$ cat config.mk
export PLATFORM = sky130hd
export DESIGN_NAME = lpw_wake_ctrl
export DESIGN_NICKNAME = d
export VERILOG_FILES = /design/src/verilog/lpw_end.sv /design/src/verilog/lpw_pkg.sv /design/src/verilog/lpw_sync.sv /design/src/verilog/lpw_flag.sv /design/src/verilog/lpw_wake_ctrl.sv
export SDC_FILE = /design/constraint.sdc
export NUM_CORES = 1
export LEC_CHECK = 0
export BUFFER_PORTS_ARGS = -buffer_cell sky130_fd_sc_hd__buf_2
export CORE_AREA = 5 5 82 84
export CTS_CLUSTER_DIAMETER = 200
export DETAILED_ROUTE_END_ITERATION = 12
export DIE_AREA = 0 0 87 89
export PLACE_DENSITY = 0.74
export REMOVE_ABC_BUFFERS = 1
export SYNTH_ARGS = -nofsm -noshare
export SYNTH_HDL_FRONTEND = slang
export SYNTH_SLANG_ARGS = --single-unit
$ cat constraint.sdc
create_clock -name sys_clk -period 5.3 [get_ports sys_clk]
set_clock_uncertainty 0.2 [all_clocks]
set_input_delay 1.325 -clock sys_clk [delete_from_list [all_inputs] [get_ports sys_clk]]
set_output_delay 1.325 -clock sys_clk [all_outputs]
set_load 0.1 [all_outputs]
$ cat src/verilog/lpw_end.sv
// lpw_end: intentionally empty compilation unit kept last
`timescale 1ns/1ps
`default_nettype none
`default_nettype wire

$ cat src/verilog/lpw_pkg.sv
// lpw_pkg: constants and types shared by the low-power wake controller files
// assumes nothing of its surroundings; included first in compile order
package lpw_pkg;
   // oscillator restart delay, in cycles of the restarted oscillator clock
   localparam int unsigned RESTART_DELAY_CYCLES = 4096;
   localparam int unsigned DELAY_W = 13;
   localparam logic [DELAY_W-1:0] DELAY_LAST = 13'(RESTART_DELAY_CYCLES - 1);
   // reset values of control bits
   localparam logic RST_GMASK = 1'b1;
   localparam logic RST_XMASK = 1'b1;
   localparam logic RST_STARTUP_WAIT_ON = 1'b1;
   localparam logic RST_POR_PENDING = 1'b1;
   // number of stages of the two-flop synchroniser
   localparam int unsigned SYNC_STAGES = 2;

   typedef enum logic [2:0] {
      LPW_RUN,
      LPW_STACK,
      LPW_WAIT,
      LPW_STOP,
      LPW_RESTART,
      LPW_SERVICE
   } lpw_state_t;
endpackage

$ cat src/verilog/lpw_sync.sv
// lpw_sync: two-flop synchroniser for one pin level
// assumes the pin is asynchronous to sys_clk; resets to a chosen idle level
`timescale 1ns/1ps
`default_nettype none
module lpw_sync #(
   parameter logic IDLE = 1'b1
) (
   // clock and reset
   input wire logic sys_clk,
   input wire logic rst,
   // level in and out
   input wire logic pin,
   output logic level
);
   logic meta;
   // first flop feeds only the second
   always_ff @(posedge sys_clk or posedge rst) begin
      if (rst) begin
         meta <= IDLE;
         level <= IDLE;
      end else begin
         meta <= pin;
         level <= meta;
      end
   end
endmodule // lpw_sync
`default_nettype wire

$ cat src/verilog/lpw_flag.sv
// lpw_flag: sticky interrupt flag with enable gating
// assumes set and clear are on the sys_clk domain
`timescale 1ns/1ps
`default_nettype none
module lpw_flag (
   // clock and reset
   input wire logic sys_clk,
   input wire logic rst,
   // event, software clear and enable
   input wire logic set_evt,
   input wire logic sw_clear,
   input wire logic enable,
   // state
   output logic flag,
   output logic request
);
   // set wins over a clear in the same cycle so no event is lost
   always_ff @(posedge sys_clk or posedge rst) begin
      if (rst) begin
         flag <= 1'b0;
      end else if (set_evt) begin
         flag <= 1'b1;
      end else if (sw_clear) begin
         flag <= 1'b0;
      end
   end
   // request held while flag and enable both stand
   assign request = flag & enable;
endmodule // lpw_flag
`default_nettype wire

$ cat src/verilog/lpw_wake_ctrl.sv
// lpw_wake_ctrl: wait/stop low-power state control and interrupt wake logic
// assumes the cpu core raises one-cycle instruction strobes on sys_clk and
// leaves the pins asynchronous, as they pass through synchronisers here; pins are active low
`timescale 1ns/1ps
`default_nettype none
module lpw_wake_ctrl (
   // clock and reset
   input wire logic sys_clk,
   input wire logic rst,
   // external pins, active low
   input wire logic irq_req_n_pin,
   input wire logic nonmask_req_pin_n,
   // cpu instruction strobes and status
   input wire logic soft_trap_instr,
   input wire logic sleep_instr,
   input wire logic stop_instr,
   input wire logic stack_done,
   input wire logic service_done,
   input wire logic stop_disable,
   input wire logic [15:0] stacked_flags_addr,
   // software mask controls
   input wire logic gmask_clear,
   input wire logic gmask_set,
   input wire logic xmask_clear,
   input wire logic startup_wait_clear,
   // peripheral configuration and requests
   input wire logic watchdog_off,
   input wire logic serial_periph_on,
   input wire logic tx_enable,
   input wire logic rx_enable,
   input wire logic periph_req,
   input wire logic irq_edge_mode,
   input wire logic irq_flag_clear,
   // mask and flag state
   output logic gmask,
   output logic xmask,
   output logic startup_wait_on,
   output logic irq_flag,
   // cpu control
   output logic cpu_halt,
   output logic stack_req,
   output logic service_nonmask,
   output logic service_irq,
   output logic service_trap,
   output logic resume_next,
   // read cycles while waiting
   output logic bus_read,
   output logic [15:0] bus_addr,
   // clock gating
   output logic osc_run,
   output logic cpu_clk_en,
   output logic timer_clk_en,
   output logic spi_clk_en,
   output logic tx_clk_en,
   output logic rx_clk_en,
   output logic freeze
);
   // ***************************************************************
   // state
   // ***************************************************************
   typedef struct packed {
      lpw_pkg::lpw_state_t st;
      logic gmask;
      logic xmask;
      logic startup_wait_on;
      logic por_pending;
      logic [lpw_pkg::DELAY_W-1:0] delay_cnt;
      logic wake_x;
      logic wake_irq_svc;
      logic irq_prev;
      logic cpu_halt;
      logic stack_req;
      logic service_nonmask;
      logic service_irq;
      logic service_trap;
      logic resume_next;
      logic bus_read;
      logic [15:0] bus_addr;
      logic osc_run;
      logic cpu_clk_en;
      logic timer_clk_en;
      logic spi_clk_en;
      logic tx_clk_en;
      logic rx_clk_en;
      logic freeze;
   } lpw_regs_t;

   lpw_regs_t r;
   lpw_regs_t next_r;
   logic irq_level_n;
   logic nonmask_level_n;
   logic irq_evt;
   logic irq_flag_q;
   logic irq_request;
   logic irq_active;
   logic nonmask_active;
   logic any_unmasked;

   // ***************************************************************
   // pin synchronisers and maskable flag
   // ***************************************************************
   lpw_sync #(.IDLE(1'b1)) u_sync_irq (
      .sys_clk(sys_clk),
      .rst(rst),
      .pin(irq_req_n_pin),
      .level(irq_level_n)
   );
   lpw_sync #(.IDLE(1'b1)) u_sync_nonmask (
      .sys_clk(sys_clk),
      .rst(rst),
      .pin(nonmask_req_pin_n),
      .level(nonmask_level_n)
   );

   // level mode by default, falling edge only when selected
   assign irq_evt = irq_edge_mode ? (r.irq_prev & ~irq_level_n) : ~irq_level_n;

   lpw_flag u_irq_flag (
      .sys_clk(sys_clk),
      .rst(rst),
      .set_evt(irq_evt),
      .sw_clear(irq_flag_clear),
      .enable(~r.gmask),
      .flag(irq_flag_q),
      .request(irq_request)
   );

   // in level mode the low pin itself is the request; edge mode uses the flag
   assign irq_active = irq_edge_mode ? irq_request : (~irq_level_n & ~r.gmask);
   assign nonmask_active = ~nonmask_level_n;
   assign any_unmasked = irq_active | (nonmask_active & ~r.xmask)
                         | (periph_req & ~r.gmask);

   // ***************************************************************
   // next-state logic
   // ***************************************************************
   always_comb begin
      next_r = r;
      next_r.irq_prev = irq_level_n;
      next_r.stack_req = 1'b0;
      next_r.service_nonmask = 1'b0;
      next_r.service_irq = 1'b0;
      next_r.service_trap = 1'b0;
      next_r.resume_next = 1'b0;
      // software mask updates; hardware sets below win
      if (gmask_clear) begin
         next_r.gmask = 1'b0;
      end
      if (gmask_set) begin
         next_r.gmask = 1'b1;
      end
      // the nonmask bit can only be cleared by software; hardware sets it again on nonmask service
      if (xmask_clear) begin
         next_r.xmask = 1'b0;
      end
      if (startup_wait_clear) begin
         next_r.startup_wait_on = 1'b0;
      end
      case (r.st)
         lpw_pkg::LPW_RUN: begin
            next_r.cpu_halt = 1'b0;
            next_r.bus_read = 1'b0;
            next_r.osc_run = 1'b1;
            next_r.cpu_clk_en = 1'b1;
            next_r.timer_clk_en = 1'b1;
            next_r.spi_clk_en = 1'b1;
            next_r.tx_clk_en = 1'b1;
            next_r.rx_clk_en = 1'b1;
            next_r.freeze = 1'b0;
            if (r.por_pending) begin
               // power-on always pays the restart delay
               next_r.por_pending = 1'b0;
               next_r.st = lpw_pkg::LPW_RESTART;
               next_r.delay_cnt = '0;
               next_r.cpu_halt = 1'b1;
               next_r.wake_x = 1'b0;
               next_r.wake_irq_svc = 1'b0;
            end else if (soft_trap_instr) begin
               // trap runs whatever the masks say and blocks maskable requests; nonmask stays open
               next_r.gmask = 1'b1;
               next_r.service_trap = 1'b1;
            end else if (sleep_instr) begin
               next_r.stack_req = 1'b1;
               next_r.st = lpw_pkg::LPW_STACK;
            end else if (stop_instr && !stop_disable) begin
               next_r.st = lpw_pkg::LPW_STOP;
               next_r.cpu_halt = 1'b1;
               next_r.osc_run = 1'b0;
               next_r.cpu_clk_en = 1'b0;
               next_r.timer_clk_en = 1'b0;
               next_r.spi_clk_en = 1'b0;
               next_r.tx_clk_en = 1'b0;
               next_r.rx_clk_en = 1'b0;
               next_r.freeze = 1'b1;
            end else if (nonmask_active && !r.xmask) begin
               next_r.xmask = 1'b1;
               next_r.gmask = 1'b1;
               next_r.service_nonmask = 1'b1;
            end else if (irq_active) begin
               next_r.gmask = 1'b1;
               next_r.service_irq = 1'b1;
            end
         end
         lpw_pkg::LPW_STACK: begin
            next_r.stack_req = ~stack_done;
            if (stack_done) begin
               next_r.st = lpw_pkg::LPW_WAIT;
               next_r.cpu_halt = 1'b1;
               next_r.cpu_clk_en = 1'b0;
               next_r.bus_read = 1'b1;
               next_r.bus_addr = stacked_flags_addr;
               next_r.osc_run = 1'b1;
               // timer sleeps only when masked and watchdog disabled
               next_r.timer_clk_en = ~(r.gmask & watchdog_off);
               next_r.spi_clk_en = serial_periph_on;
               next_r.tx_clk_en = tx_enable;
               next_r.rx_clk_en = rx_enable;
            end
         end
         lpw_pkg::LPW_WAIT: begin
            next_r.bus_read = 1'b1;
            next_r.timer_clk_en = ~(r.gmask & watchdog_off);
            next_r.spi_clk_en = serial_periph_on;
            next_r.tx_clk_en = tx_enable;
            next_r.rx_clk_en = rx_enable;
            if (any_unmasked) begin
               next_r.st = lpw_pkg::LPW_SERVICE;
               next_r.wake_x = nonmask_active & ~r.xmask;
               next_r.wake_irq_svc = 1'b1;
            end
         end
         lpw_pkg::LPW_STOP: begin
            // low level on the nonmask pin, an unmasked low irq pin, or a pending unmasked edge request
            if (nonmask_active || irq_active || (irq_request && irq_edge_mode)) begin
               next_r.wake_x = nonmask_active;
               next_r.wake_irq_svc = nonmask_active ? ~r.xmask : 1'b1;
               next_r.osc_run = 1'b1;
               next_r.delay_cnt = '0;
               next_r.st = r.startup_wait_on ? lpw_pkg::LPW_RESTART
                                             : lpw_pkg::LPW_SERVICE;
            end
         end
         lpw_pkg::LPW_RESTART: begin
            // counted on the oscillator that has just been restarted
            next_r.osc_run = 1'b1;
            next_r.delay_cnt = lpw_pkg::DELAY_W'(r.delay_cnt + 1'b1);
            if (r.delay_cnt == lpw_pkg::DELAY_LAST) begin
               next_r.st = lpw_pkg::LPW_SERVICE;
            end
         end
         lpw_pkg::LPW_SERVICE: begin
            next_r.st = lpw_pkg::LPW_RUN;
            next_r.cpu_halt = 1'b0;
            next_r.bus_read = 1'b0;
            next_r.freeze = 1'b0;
            next_r.cpu_clk_en = 1'b1;
            next_r.timer_clk_en = 1'b1;
            next_r.spi_clk_en = 1'b1;
            next_r.tx_clk_en = 1'b1;
            next_r.rx_clk_en = 1'b1;
            if (!r.wake_irq_svc) begin
               next_r.resume_next = 1'b1;
            end else if (r.wake_x) begin
               next_r.service_nonmask = 1'b1;
               next_r.xmask = 1'b1;
               next_r.gmask = 1'b1;
            end else if (irq_active || (periph_req && !r.gmask)) begin
               next_r.service_irq = 1'b1;
               next_r.gmask = 1'b1;
            end
         end
         default: begin
            next_r.st = lpw_pkg::LPW_RUN;
         end
      endcase
      // service is ignored by the cpu until it reports done
      if (service_done) begin
         next_r.wake_x = 1'b0;
      end
   end

   // ***************************************************************
   // state register
   // ***************************************************************
   // reset is the full sequence, including wake out of stop
   always_ff @(posedge sys_clk or posedge rst) begin
      if (rst) begin
         r <= '0;
         r.st <= lpw_pkg::LPW_RUN;
         r.gmask <= lpw_pkg::RST_GMASK;
         r.xmask <= lpw_pkg::RST_XMASK;
         r.startup_wait_on <= lpw_pkg::RST_STARTUP_WAIT_ON;
         r.por_pending <= lpw_pkg::RST_POR_PENDING;
         r.irq_prev <= 1'b1;
         r.osc_run <= 1'b1;
         r.cpu_halt <= 1'b1;
      end else begin
         r <= next_r;
      end
   end

   // ***************************************************************
   // outputs
   // ***************************************************************
   assign gmask = r.gmask;
   assign xmask = r.xmask;
   assign startup_wait_on = r.startup_wait_on;
   assign irq_flag = irq_flag_q;
   assign cpu_halt = r.cpu_halt;
   assign stack_req = r.stack_req;
   assign service_nonmask = r.service_nonmask;
   assign service_irq = r.service_irq;
   assign service_trap = r.service_trap;
   assign resume_next = r.resume_next;
   assign bus_read = r.bus_read;
   assign bus_addr = r.bus_addr;
   assign osc_run = r.osc_run;
   assign cpu_clk_en = r.cpu_clk_en;
   assign timer_clk_en = r.timer_clk_en;
   assign spi_clk_en = r.spi_clk_en;
   assign tx_clk_en = r.tx_clk_en;
   assign rx_clk_en = r.rx_clk_en;
   assign freeze = r.freeze;
endmodule // lpw_wake_ctrl
`default_nettype wire

# Word level (Yosys, flattened, before mapping)

Cells that the tools add are included.

Add/subtract/negate cells: 1
Equal/unequal tests: 16
Multiplexer cells: 71
Bitwise operators: 14
Reduce and logical (&&, ||, !) cells: 30

Operators with widths:

| cell                                             | number |
|---|---|
| case mux 13 bit (3 select lines)                 | 1 |
| 2-to-1 mux 1 bit                                 | 34 |
| 2-to-1 mux 15 bit                                | 2 |
| 2-to-1 mux 7 bit                                 | 4 |
| 2-to-1 mux 3 bit                                 | 8 |
| 2-to-1 mux 23 bit                                | 1 |
| 2-to-1 mux 2 bit                                 | 8 |
| case mux 4 bit (4 select lines)                  | 1 |
| case mux 3 bit (5 select lines)                  | 1 |
| adder 13 x 1 -> 13 bit (second input constant)   | 1 |
| == test 13 x 12 -> 1 bit (second input constant) | 1 |
| inequality test 3 bit (second input constant)    | 4 |
| nonzero test 3 bit                               | 4 |
| nonzero test 4 bit                               | 3 |
| inequality test 2 bit (second input constant)    | 5 |
| case mux 1 bit (3 select lines)                  | 3 |
| 2-to-1 mux 4 bit                                 | 2 |
| case mux 2 bit (2 select lines)                  | 2 |
| AND reduction 2 bit                              | 4 |
| AND reduction 4 bit                              | 2 |
| bitwise AND 1 bit                                | 6 |
| == test 3 x 2 -> 1 bit (second input constant)   | 2 |
| == test 3 bit (second input constant)            | 2 |
| inverter 1 bit                                   | 6 |
| 14 further kinds                                 | 25 |

Register bits after elaboration: 58
Bits of input ports: 37
Output and inout bits: 34
Word-level logic and storage cells: 161

# Longest topological paths before layout

Gate-level depths: netlist of run 1.

Word-level depth: 10
Mapped depth: 7
Mapped depth without buffers: 6

# Cells and area by module

From an unflattened synthesis of run 1, not the netlist that was laid out.

Cell total of the unflattened synthesis: 280
Area total of the unflattened synthesis: 2882.8 sq um

Modules (own cells, without submodules):

| module        | instances | cells an instance | area each (sq um) | sequential area each (sq um) |
|---|---|---|---|---|
| lpw_wake_ctrl | 1         | 269               | 2723.9            | 1335.0 |
| lpw_sync      | 2         | 3                 | 56.3              | 52.6 |
| lpw_flag      | 1         | 5                 | 46.3              | 25.0 |

# Least setup slack after synthesis of run 1

Ideal clock, no wire load.

Kind: input to register
Start: input irq_edge_mode
End: register r[44] (netlist name)
Library setup time: 0.142 ns
Arrival: 2.534 ns
Data required time: 4.958 ns
Path slack: 2.425 ns
Stages: 6
Path buffers: 1
Cells stage by stage: nor2b_1 -> nor4_4 -> nor2_2 -> buf_2 -> o41ai_1 -> a21oi_1

Cells in the longest elaborated chain, start to end: 5
Elaborated cells between the ends (all ways): 6
Classes of those cells: eq/ne: 1; mux: 1; reduce/logical: 4

RTL lines:

| element                                    | RTL line             | source |
|---|---|---|
| start, declared                            | lpw_wake_ctrl.sv:32  | `input wire logic irq_edge_mode,` |
| 2-to-1 mux 1 bit                           | lpw_wake_ctrl.sv:129 | `assign irq_active = irq_edge_mode ? irq_request : (~irq_level_n & ~r.gmask);` |
| logical OR 1 bit                           | lpw_wake_ctrl.sv:234 | `if (nonmask_active \|\| irq_active \|\| (irq_request && irq_edge_mode)) begin` |
| logical OR 1 bit (*)                       | lpw_wake_ctrl.sv:234 |  |
| inequality test 2 bit (no source line) (*) | n/a                  |  |
| AND reduction 3 bit (no source line) (*)   | n/a                  |  |
| end signal, assigned                       | lpw_wake_ctrl.sv:298 | `r <= next_r;` |
| end, declared                              | lpw_wake_ctrl.sv:88  | `lpw_regs_t r;` |

Mark *: on every way between the ends. The rest lies on a longest branch, timed or not.
A chain may end at the register's enable or synchronous reset.

# Final worst setup path of run 1

Start: register, netlist name gmask
End: output gmask

RTL lines:

| element       | RTL line            | source |
|---|---|---|
| end, declared | lpw_wake_ctrl.sv:35 | `output logic gmask,` |

No word-level cell between the ends.

==> results.py, run 1 <==
metrics = {
    "clocking": {
        "root_buffer": "clkbuf_8",
        "cts_hold_buf": 0,
        "cts.sinks": 58,
        "clk_latency_ps": 320,
        "htree_levels": 3,
        "cts_tree": "yes",
        "cts.path.max_buffers": 2,
        "cts.clk_slew.worst_paths_ps": 60,
        "postCtsSetupBuffers": 0,
        "cts_resized": 0,
        "numCtsBuffers": 9,
    },
    "route": {
        "vias_per_cell": 5.49,
        "num_vias": 2244,
        "wire_per_inst_um": 15.1,
        "routed_wirelength_um": 6190,
        "drtAntennaViolNets": 0,
        "remaining_drc_errors": 0,
        "drt_iter0_markers": 195,
        "firstDrtPassIters": 4,
    },
    "timing": {
        "finalCriticalPeriod_ps": 2960,
        "hold_viol": 0,
        "final.setup.tns_ps": 0,
        "fin_crit_sh_pct": 55.8,
        "slew_violations": 0,
        "setup_viol": 0,
        "slew_headroom_pct": 42.1,
        "fmax_mhz": 338,
        "tightestPinTransition_ps": 867,
        "rsz0062_at_grt": "false",
    },
    "worst_setup_path": {
        "cp_max_fo": 8,
        "path_delay_family": "flip-flops",
        "crit_slowest_cell": "dfstp_2",
        "r2r_cells": 4,
        "reg2reg_to": "spi_clk_en",
        "critPathCaptureType": "primary output",
        "cp_slowest_stage_delay_ps": 640,
        "arrival_ps": 1430,
        "worst_setup_path_start_kind": "flip-flop",
        "path_class": "flip-flop to primary output",
        "cp_num_buf_inv": 1,
        "cp.required_ps": 3770,
        "crit_chain": "buf_2",
        "reg2reg_slack_ps": 2720,
        "rr_startpoint": "r[50]",
    },
    "floorplanning": {
        "initial_core_util_pct": 48.4,
        "die_h_um": 89,
        "die_x_um": 87,
        "core-area_um2": 5850,
        "num_io_pins": 71,
        "fp-row-count": 28,
        "die_area_um2": 7740,
    },
    "grt": {
        "grt_max_degree": 33,
        "overflow": 0,
        "grt_pass1_vias": 2278,
        "grt_pass1_wl_um": 10400,
        "antenna_found_initial": 0,
        "grt.total_usage_pct": 17.4,
    },
    "placed_design": {
        "dp_hpwl_um": 4410,
        "place.gp.congestion": 0.798,
        "io_buffers": 70,
    },
    "synth": {
        "synth-edff-count": 0,
        "ys_seq_elements": 58,
        "syn_avg_cell_area_um2": 10.4,
        "synthArstFlopShare_pct": 100,
        "synth.distinct_cells": 50,
        "postSynthCellCount": 272,
        "synthTopCellsByCount": "47 x dfrtp_1, 35 x nor2_1, 20 x nand2_1, 17 x buf_4",
        "synthTopCellsByArea": "dfrtp_1 42%, dfstp_2 10%, nor2_1 4.6%, buf_4 4.5%, mux2_1 4.4%",
        "ys.flop_type": "dfrtp_1",
        "post-synth-top-count-cell": "dfrtp_1",
        "netlist.area_leader.share_pct": 41.6,
        "yosys_warnings": 0,
        "ys_seq_area_share_pct": 51.8,
        "syn_area_um2": 2830,
        "synth_top_area_cell": "dfrtp_1",
    },
    "layout": {
        "top_register": "r",
        "drive_gt1_share_pct": 34.1,
        "nFillCells": 527,
        "fin_nets": 367,
        "largest_register_ffs": 20,
        "area_delta_synth_final_pct": 17.3,
        "num_antenna_cells": 0,
    },
    "min_path": {
        "hold_path.class": "flip-flop to flip-flop",
        "hold_depth": 0,
        "min_from": "u_sync_irq.meta",
        "holdPathEnd": "u_sync_irq.level",
    },
    "status": {
        "status": "finished clean",
    },
    "flow_run": {
        "maxCapViolations": 0,
    },
}
[cell type report]
type / count / area, um2 / share of cell area (%)
inverters: 10 / 37.5 / 1.13
clock inverters: 3 / 40.0 / 1.21
multi-input cells: 179 / 1170 / 35.1
flip-flops and latches: 58 / 1470 / 44.1
clock buffers: 13 / 159 / 4.79
repair buffers: 71 / 358 / 10.8
well taps: 75 / 93.8 / 2.83
[metal layers]
metal	track usage, %	wire length (um)	vias to the layer above
met2	28.4	2910	92
met5	0	0	-
li1	-	-	1070
met1	21.4	2710	1074
met4	9.21	93	0
met3	4.42	472	8
[how the worst max path moves through the flow]
stage                     cells past startpoint          start  endpoint
after floorplan                               5  irq_edge_mode     r[40]
after global placement                        6  irq_edge_mode     r[40]
after detailed placement                      6  irq_edge_mode     r[40]
after CTS                                     1          gmask     gmask
after global routing                          1          gmask     gmask
final                                         1          gmask     gmask
[cell families after synthesis]
kind of cell,after synthesis,share of synthesized area [%]
xor gates and xnor gates,5,1.55
AOI/OAI and AO/OA,57,14.8
muxes,17,6.76
DFF,58,51.8
and+or+nand+nor,99,17.7
buffers and inverters,35,7.03
adders and majority gates,1,0.442
[stage by stage]
stage	hold slack (ps)	instance area [um2]	utilization (%)	setup WS [ps]	instances
2_1_floorplan	145	2670	-	2360	247
3_3_place_gp	146	3120	53.3	2190	393
3_5_place_dp	148	3120	53.3	2110	393
4_1_cts	157	3320	56.7	2300	409
5_1_grt	168	3320	56.7	2280	409
6_report	157	3320	56.7	2340	409
[cell usage in the layout (no fill, tap or decap), types with 3 or more instances in the layout]
master,n
buf_2,70
dfrtp_1,47
nor2_1,35
nand2_1,20
mux2_1,11
a21oi_1,11
clkbuf_8,11
dfstp_2,11
nor2b_1,10
o21ai_1,9
inv_1,8
nand3_1,7
mux2_2,6
o31ai_1,5
o21ai_0,5
nand2b_1,4
nor3_1,4
o221a_2,4
and3_1,3
xor2_1,3
o211ai_1,3
a32o_1,3
Power of run 1 is not shown: default switching activity piles up to over one toggle a cycle in this logic, so the estimate is an artifact.
==> inputs of run 2 (changes only) <==
--- a/config.mk
+++ b/config.mk
@@ -5,11 +5,12 @@
 export SDC_FILE = /design/constraint.sdc
 export NUM_CORES = 1
 export LEC_CHECK = 0
+export ABC_AREA = 1
 export BUFFER_PORTS_ARGS = -buffer_cell sky130_fd_sc_hd__buf_2
-export CORE_AREA = 5 5 82 84
+export CORE_AREA = 5 5 85 87
 export CTS_CLUSTER_DIAMETER = 200
 export DETAILED_ROUTE_END_ITERATION = 12
-export DIE_AREA = 0 0 87 89
+export DIE_AREA = 0 0 90 92
 export PLACE_DENSITY = 0.74
 export REMOVE_ABC_BUFFERS = 1
 export SYNTH_ARGS = -nofsm -noshare
==> constraint.sdc (replaced) <==
create_clock -name sys_clk -period 2.67 [get_ports sys_clk]
set_clock_uncertainty 0.2 [all_clocks]
set_input_delay 0.6675 -clock sys_clk [delete_from_list [all_inputs] [get_ports sys_clk]]
set_output_delay 0.6675 -clock sys_clk [all_outputs]
set_load 0.1 [all_outputs]
==> run 2 against run 1 <==
Compared with the run above: die area grew 6.9%; area after synthesis is 4.9% higher; worst hold slack got worse by 0.70 ps; routed wire length grew 4.9%; core utilization is 1.5 points lower; first-iteration DRC count decreased by 8.2%; largest cell class unchanged.
==> results.py, run 2 <==
metrics = {
    "status": {
        "status": "finished clean",
    },
    "synth": {
        "ys_seq_area_share_pct": 49.4,
        "synthXorXnorAreaFrac_pct": 0.885,
        "postSynthCellCount": 365,
        "synth.distinct_cells": 34,
        "synth_top_family_by_area": "simple AND/OR/NAND/NOR gates",
        "synth_top_area_cell": "dfrtp_1",
        "synthTopCellsByArea": "dfrtp_1 40%, nand2_1 15%, dfstp_2 9.7%, nand3_1 5.4%, inv_1 4.9%",
        "ys.flop_type": "dfrtp_1",
        "ys_seq_elements": 58,
        "synthArstFlopShare_pct": 100,
        "synth_adder_area_share_pct": 0.422,
        "syn_area_um2": 2970,
        "synthTopCellsByCount": "121 x nand2_1, 47 x dfrtp_1, 39 x inv_1, 32 x nand3_1, 24 x nor2_1",
        "syn_avg_cell_area_um2": 8.13,
        "synth_compound_area_share_pct": 7.80,
        "synth-edff-count": 0,
        "yosys_warnings": 0,
        "synthSimpleGateAreaFrac_pct": 30.6,
        "netlist.area_leader.share_pct": 39.6,
        "post-synth-top-count-cell": "nand2_1",
        "synth_mux_area_share_pct": 0,
    },
    "layout": {
        "drive_gt1_share_pct": 30.0,
        "layout.cells.non_filler": 511,
        "num_antenna_cells": 0,
        "largest_register_ffs": 20,
        "layout_common_cells": "121 x nand2_1, 70 x buf_2, 47 x dfrtp_1, 38 x inv_1, 32 x nand3_1",
        "fin_util_pct": 55.2,
        "layout_commonest_cell": "nand2_1",
        "stdcell_area_um2": 3470,
        "top_register": "r",
        "fin_nets": 467,
        "area_delta_synth_final_pct": 16.8,
    },
    "clocking": {
        "cts.path.max_buffers": 2,
        "htree_levels": 3,
        "postCtsSetupBuffers": 0,
        "cts_tree": "yes",
        "cts.sinks": 58,
        "clk_latency_ps": 340,
        "cts_resized": 0,
        "numCtsBuffers": 9,
        "cts_hold_buf": 0,
        "root_buffer": "clkbuf_8",
        "cts.clk_slew.worst_paths_ps": 70,
    },
    "floorplanning": {
        "core-area_um2": 6280,
        "fp-row-count": 29,
        "die_area_um2": 8280,
        "die_x_um": 90,
        "initial_core_util_pct": 47.3,
        "num_io_pins": 71,
        "die_h_um": 92,
    },
    "timing": {
        "final.setup.tns_ps": 0,
        "slew_headroom_pct": 56.7,
        "fin_crit_sh_pct": 82.2,
        "whs_ps": 156,
        "setup_viol": 0,
        "rsz0062_at_grt": "false",
        "tightestPinTransition_ps": 649,
        "hold_viol": 0,
        "fmax_mhz": 456,
        "slew_violations": 0,
        "finalCriticalPeriod_ps": 2190,
    },
    "placed_design": {
        "place.gp.congestion": 0.899,
        "post-place-cells": 495,
        "dp_hpwl_um": 4950,
        "io_buffers": 70,
        "placedInstanceArea_um2": 3300,
    },
    "route": {
        "firstDrtPassIters": 5,
        "wire_per_inst_um": 12.7,
        "drt_iter0_markers": 179,
        "remaining_drc_errors": 0,
        "drtAntennaViolNets": 0,
        "num_vias": 2519,
        "vias_per_cell": 4.93,
        "routed_wirelength_um": 6490,
    },
    "worst_setup_path": {
        "arrival_ps": 1330,
        "path_class": "flip-flop to primary output",
        "worst_setup_path_start_kind": "flip-flop",
        "cp_max_fo": 3,
        "crit_chain": "buf_2",
        "cp_num_buf_inv": 1,
        "crit_slowest_cell": "dfstp_2",
        "cp.required_ps": 1800,
        "critPathCaptureType": "primary output",
        "cp_slowest_stage_delay_ps": 560,
        "path_delay_family": "flip-flops",
    },
    "grt": {
        "grt_max_degree": 31,
        "grt.total_usage_pct": 16.5,
        "grt_pass1_wl_um": 11200,
        "antenna_found_initial": 0,
        "grt_pass1_vias": 2426,
        "overflow": 0,
    },
    "pwr": {
        "irDropWorstVdd_uv": 323,
        "power.density_nw_per_um2": 486,
        "power.leakage_uw": 0.00191,
    },
    "flow_run": {
        "maxCapViolations": 0,
    },
    "min_path": {
        "hold_path.class": "flip-flop to flip-flop",
    },
}
[run 2: cell families after synthesis]
kind of cell,count (synthesis)
AND/OR/NAND/NOR,203
adder cells (fa/ha/maj),1
buffers and inverters,66
AO/OA/AOI/OAI,34
XOR/XNOR,3
flip-flops,58
[run 2: routing by layer]
metal / routed length [um] / track usage (%) / vias to the layer above
met3: 353 / 4.09 / 5
met2: 3030 / 25.1 / 67
met4: 105 / 8.06 / 0
li1: - / - / 1280
met5: 0 / 0 / -
met1: 3000 / 22.0 / 1167
[run 2: worst paths after layout]
kind | startpoint | to | slack, ps | cells after the start
setup / recovery | gmask | gmask | 480 | 1
min in group asynchronous | rst | bus_addr[10] | 210 | 2
max in group asynchronous | rst | r[46] | 1400 | 3
setup reg to reg | r[33] | r[50] | 710 | 8
hold / removal | u_sync_irq.meta | u_sync_irq.level | 160 | 0
hold reg to reg | u_sync_irq.meta | u_sync_irq.level | 160 | 0
[run 2: power breakdown]
| group | total [uW] | switching, uW | internal (uW) |
|---|---|---|---|
| sequential | 896 | 4.66 | 891 |
| combinational | 106 | 73.6 | 32.0 |
| clock | 681 | 348 | 333 |
[run 2: through the flow]
step	setup slack, ps	total power (uW)
after floorplan	244	973
final	476	1680
after global routing	449	1740
after CTS	463	1700
after detailed placement	591	1020
after global placement	625	1020
[run 2: layout make-up]
cell class	instances	area [um2]
Fill cell	586	2810
Sequential cell	58	1470
Multi-Input combinational cell	241	1180
Timing Repair Buffer	73	385
Inverter	46	175
Clock buffer	11	131
Tap cell	77	96.3
Clock inverter	5	32.5
Power figures use the tool's default switching activity.
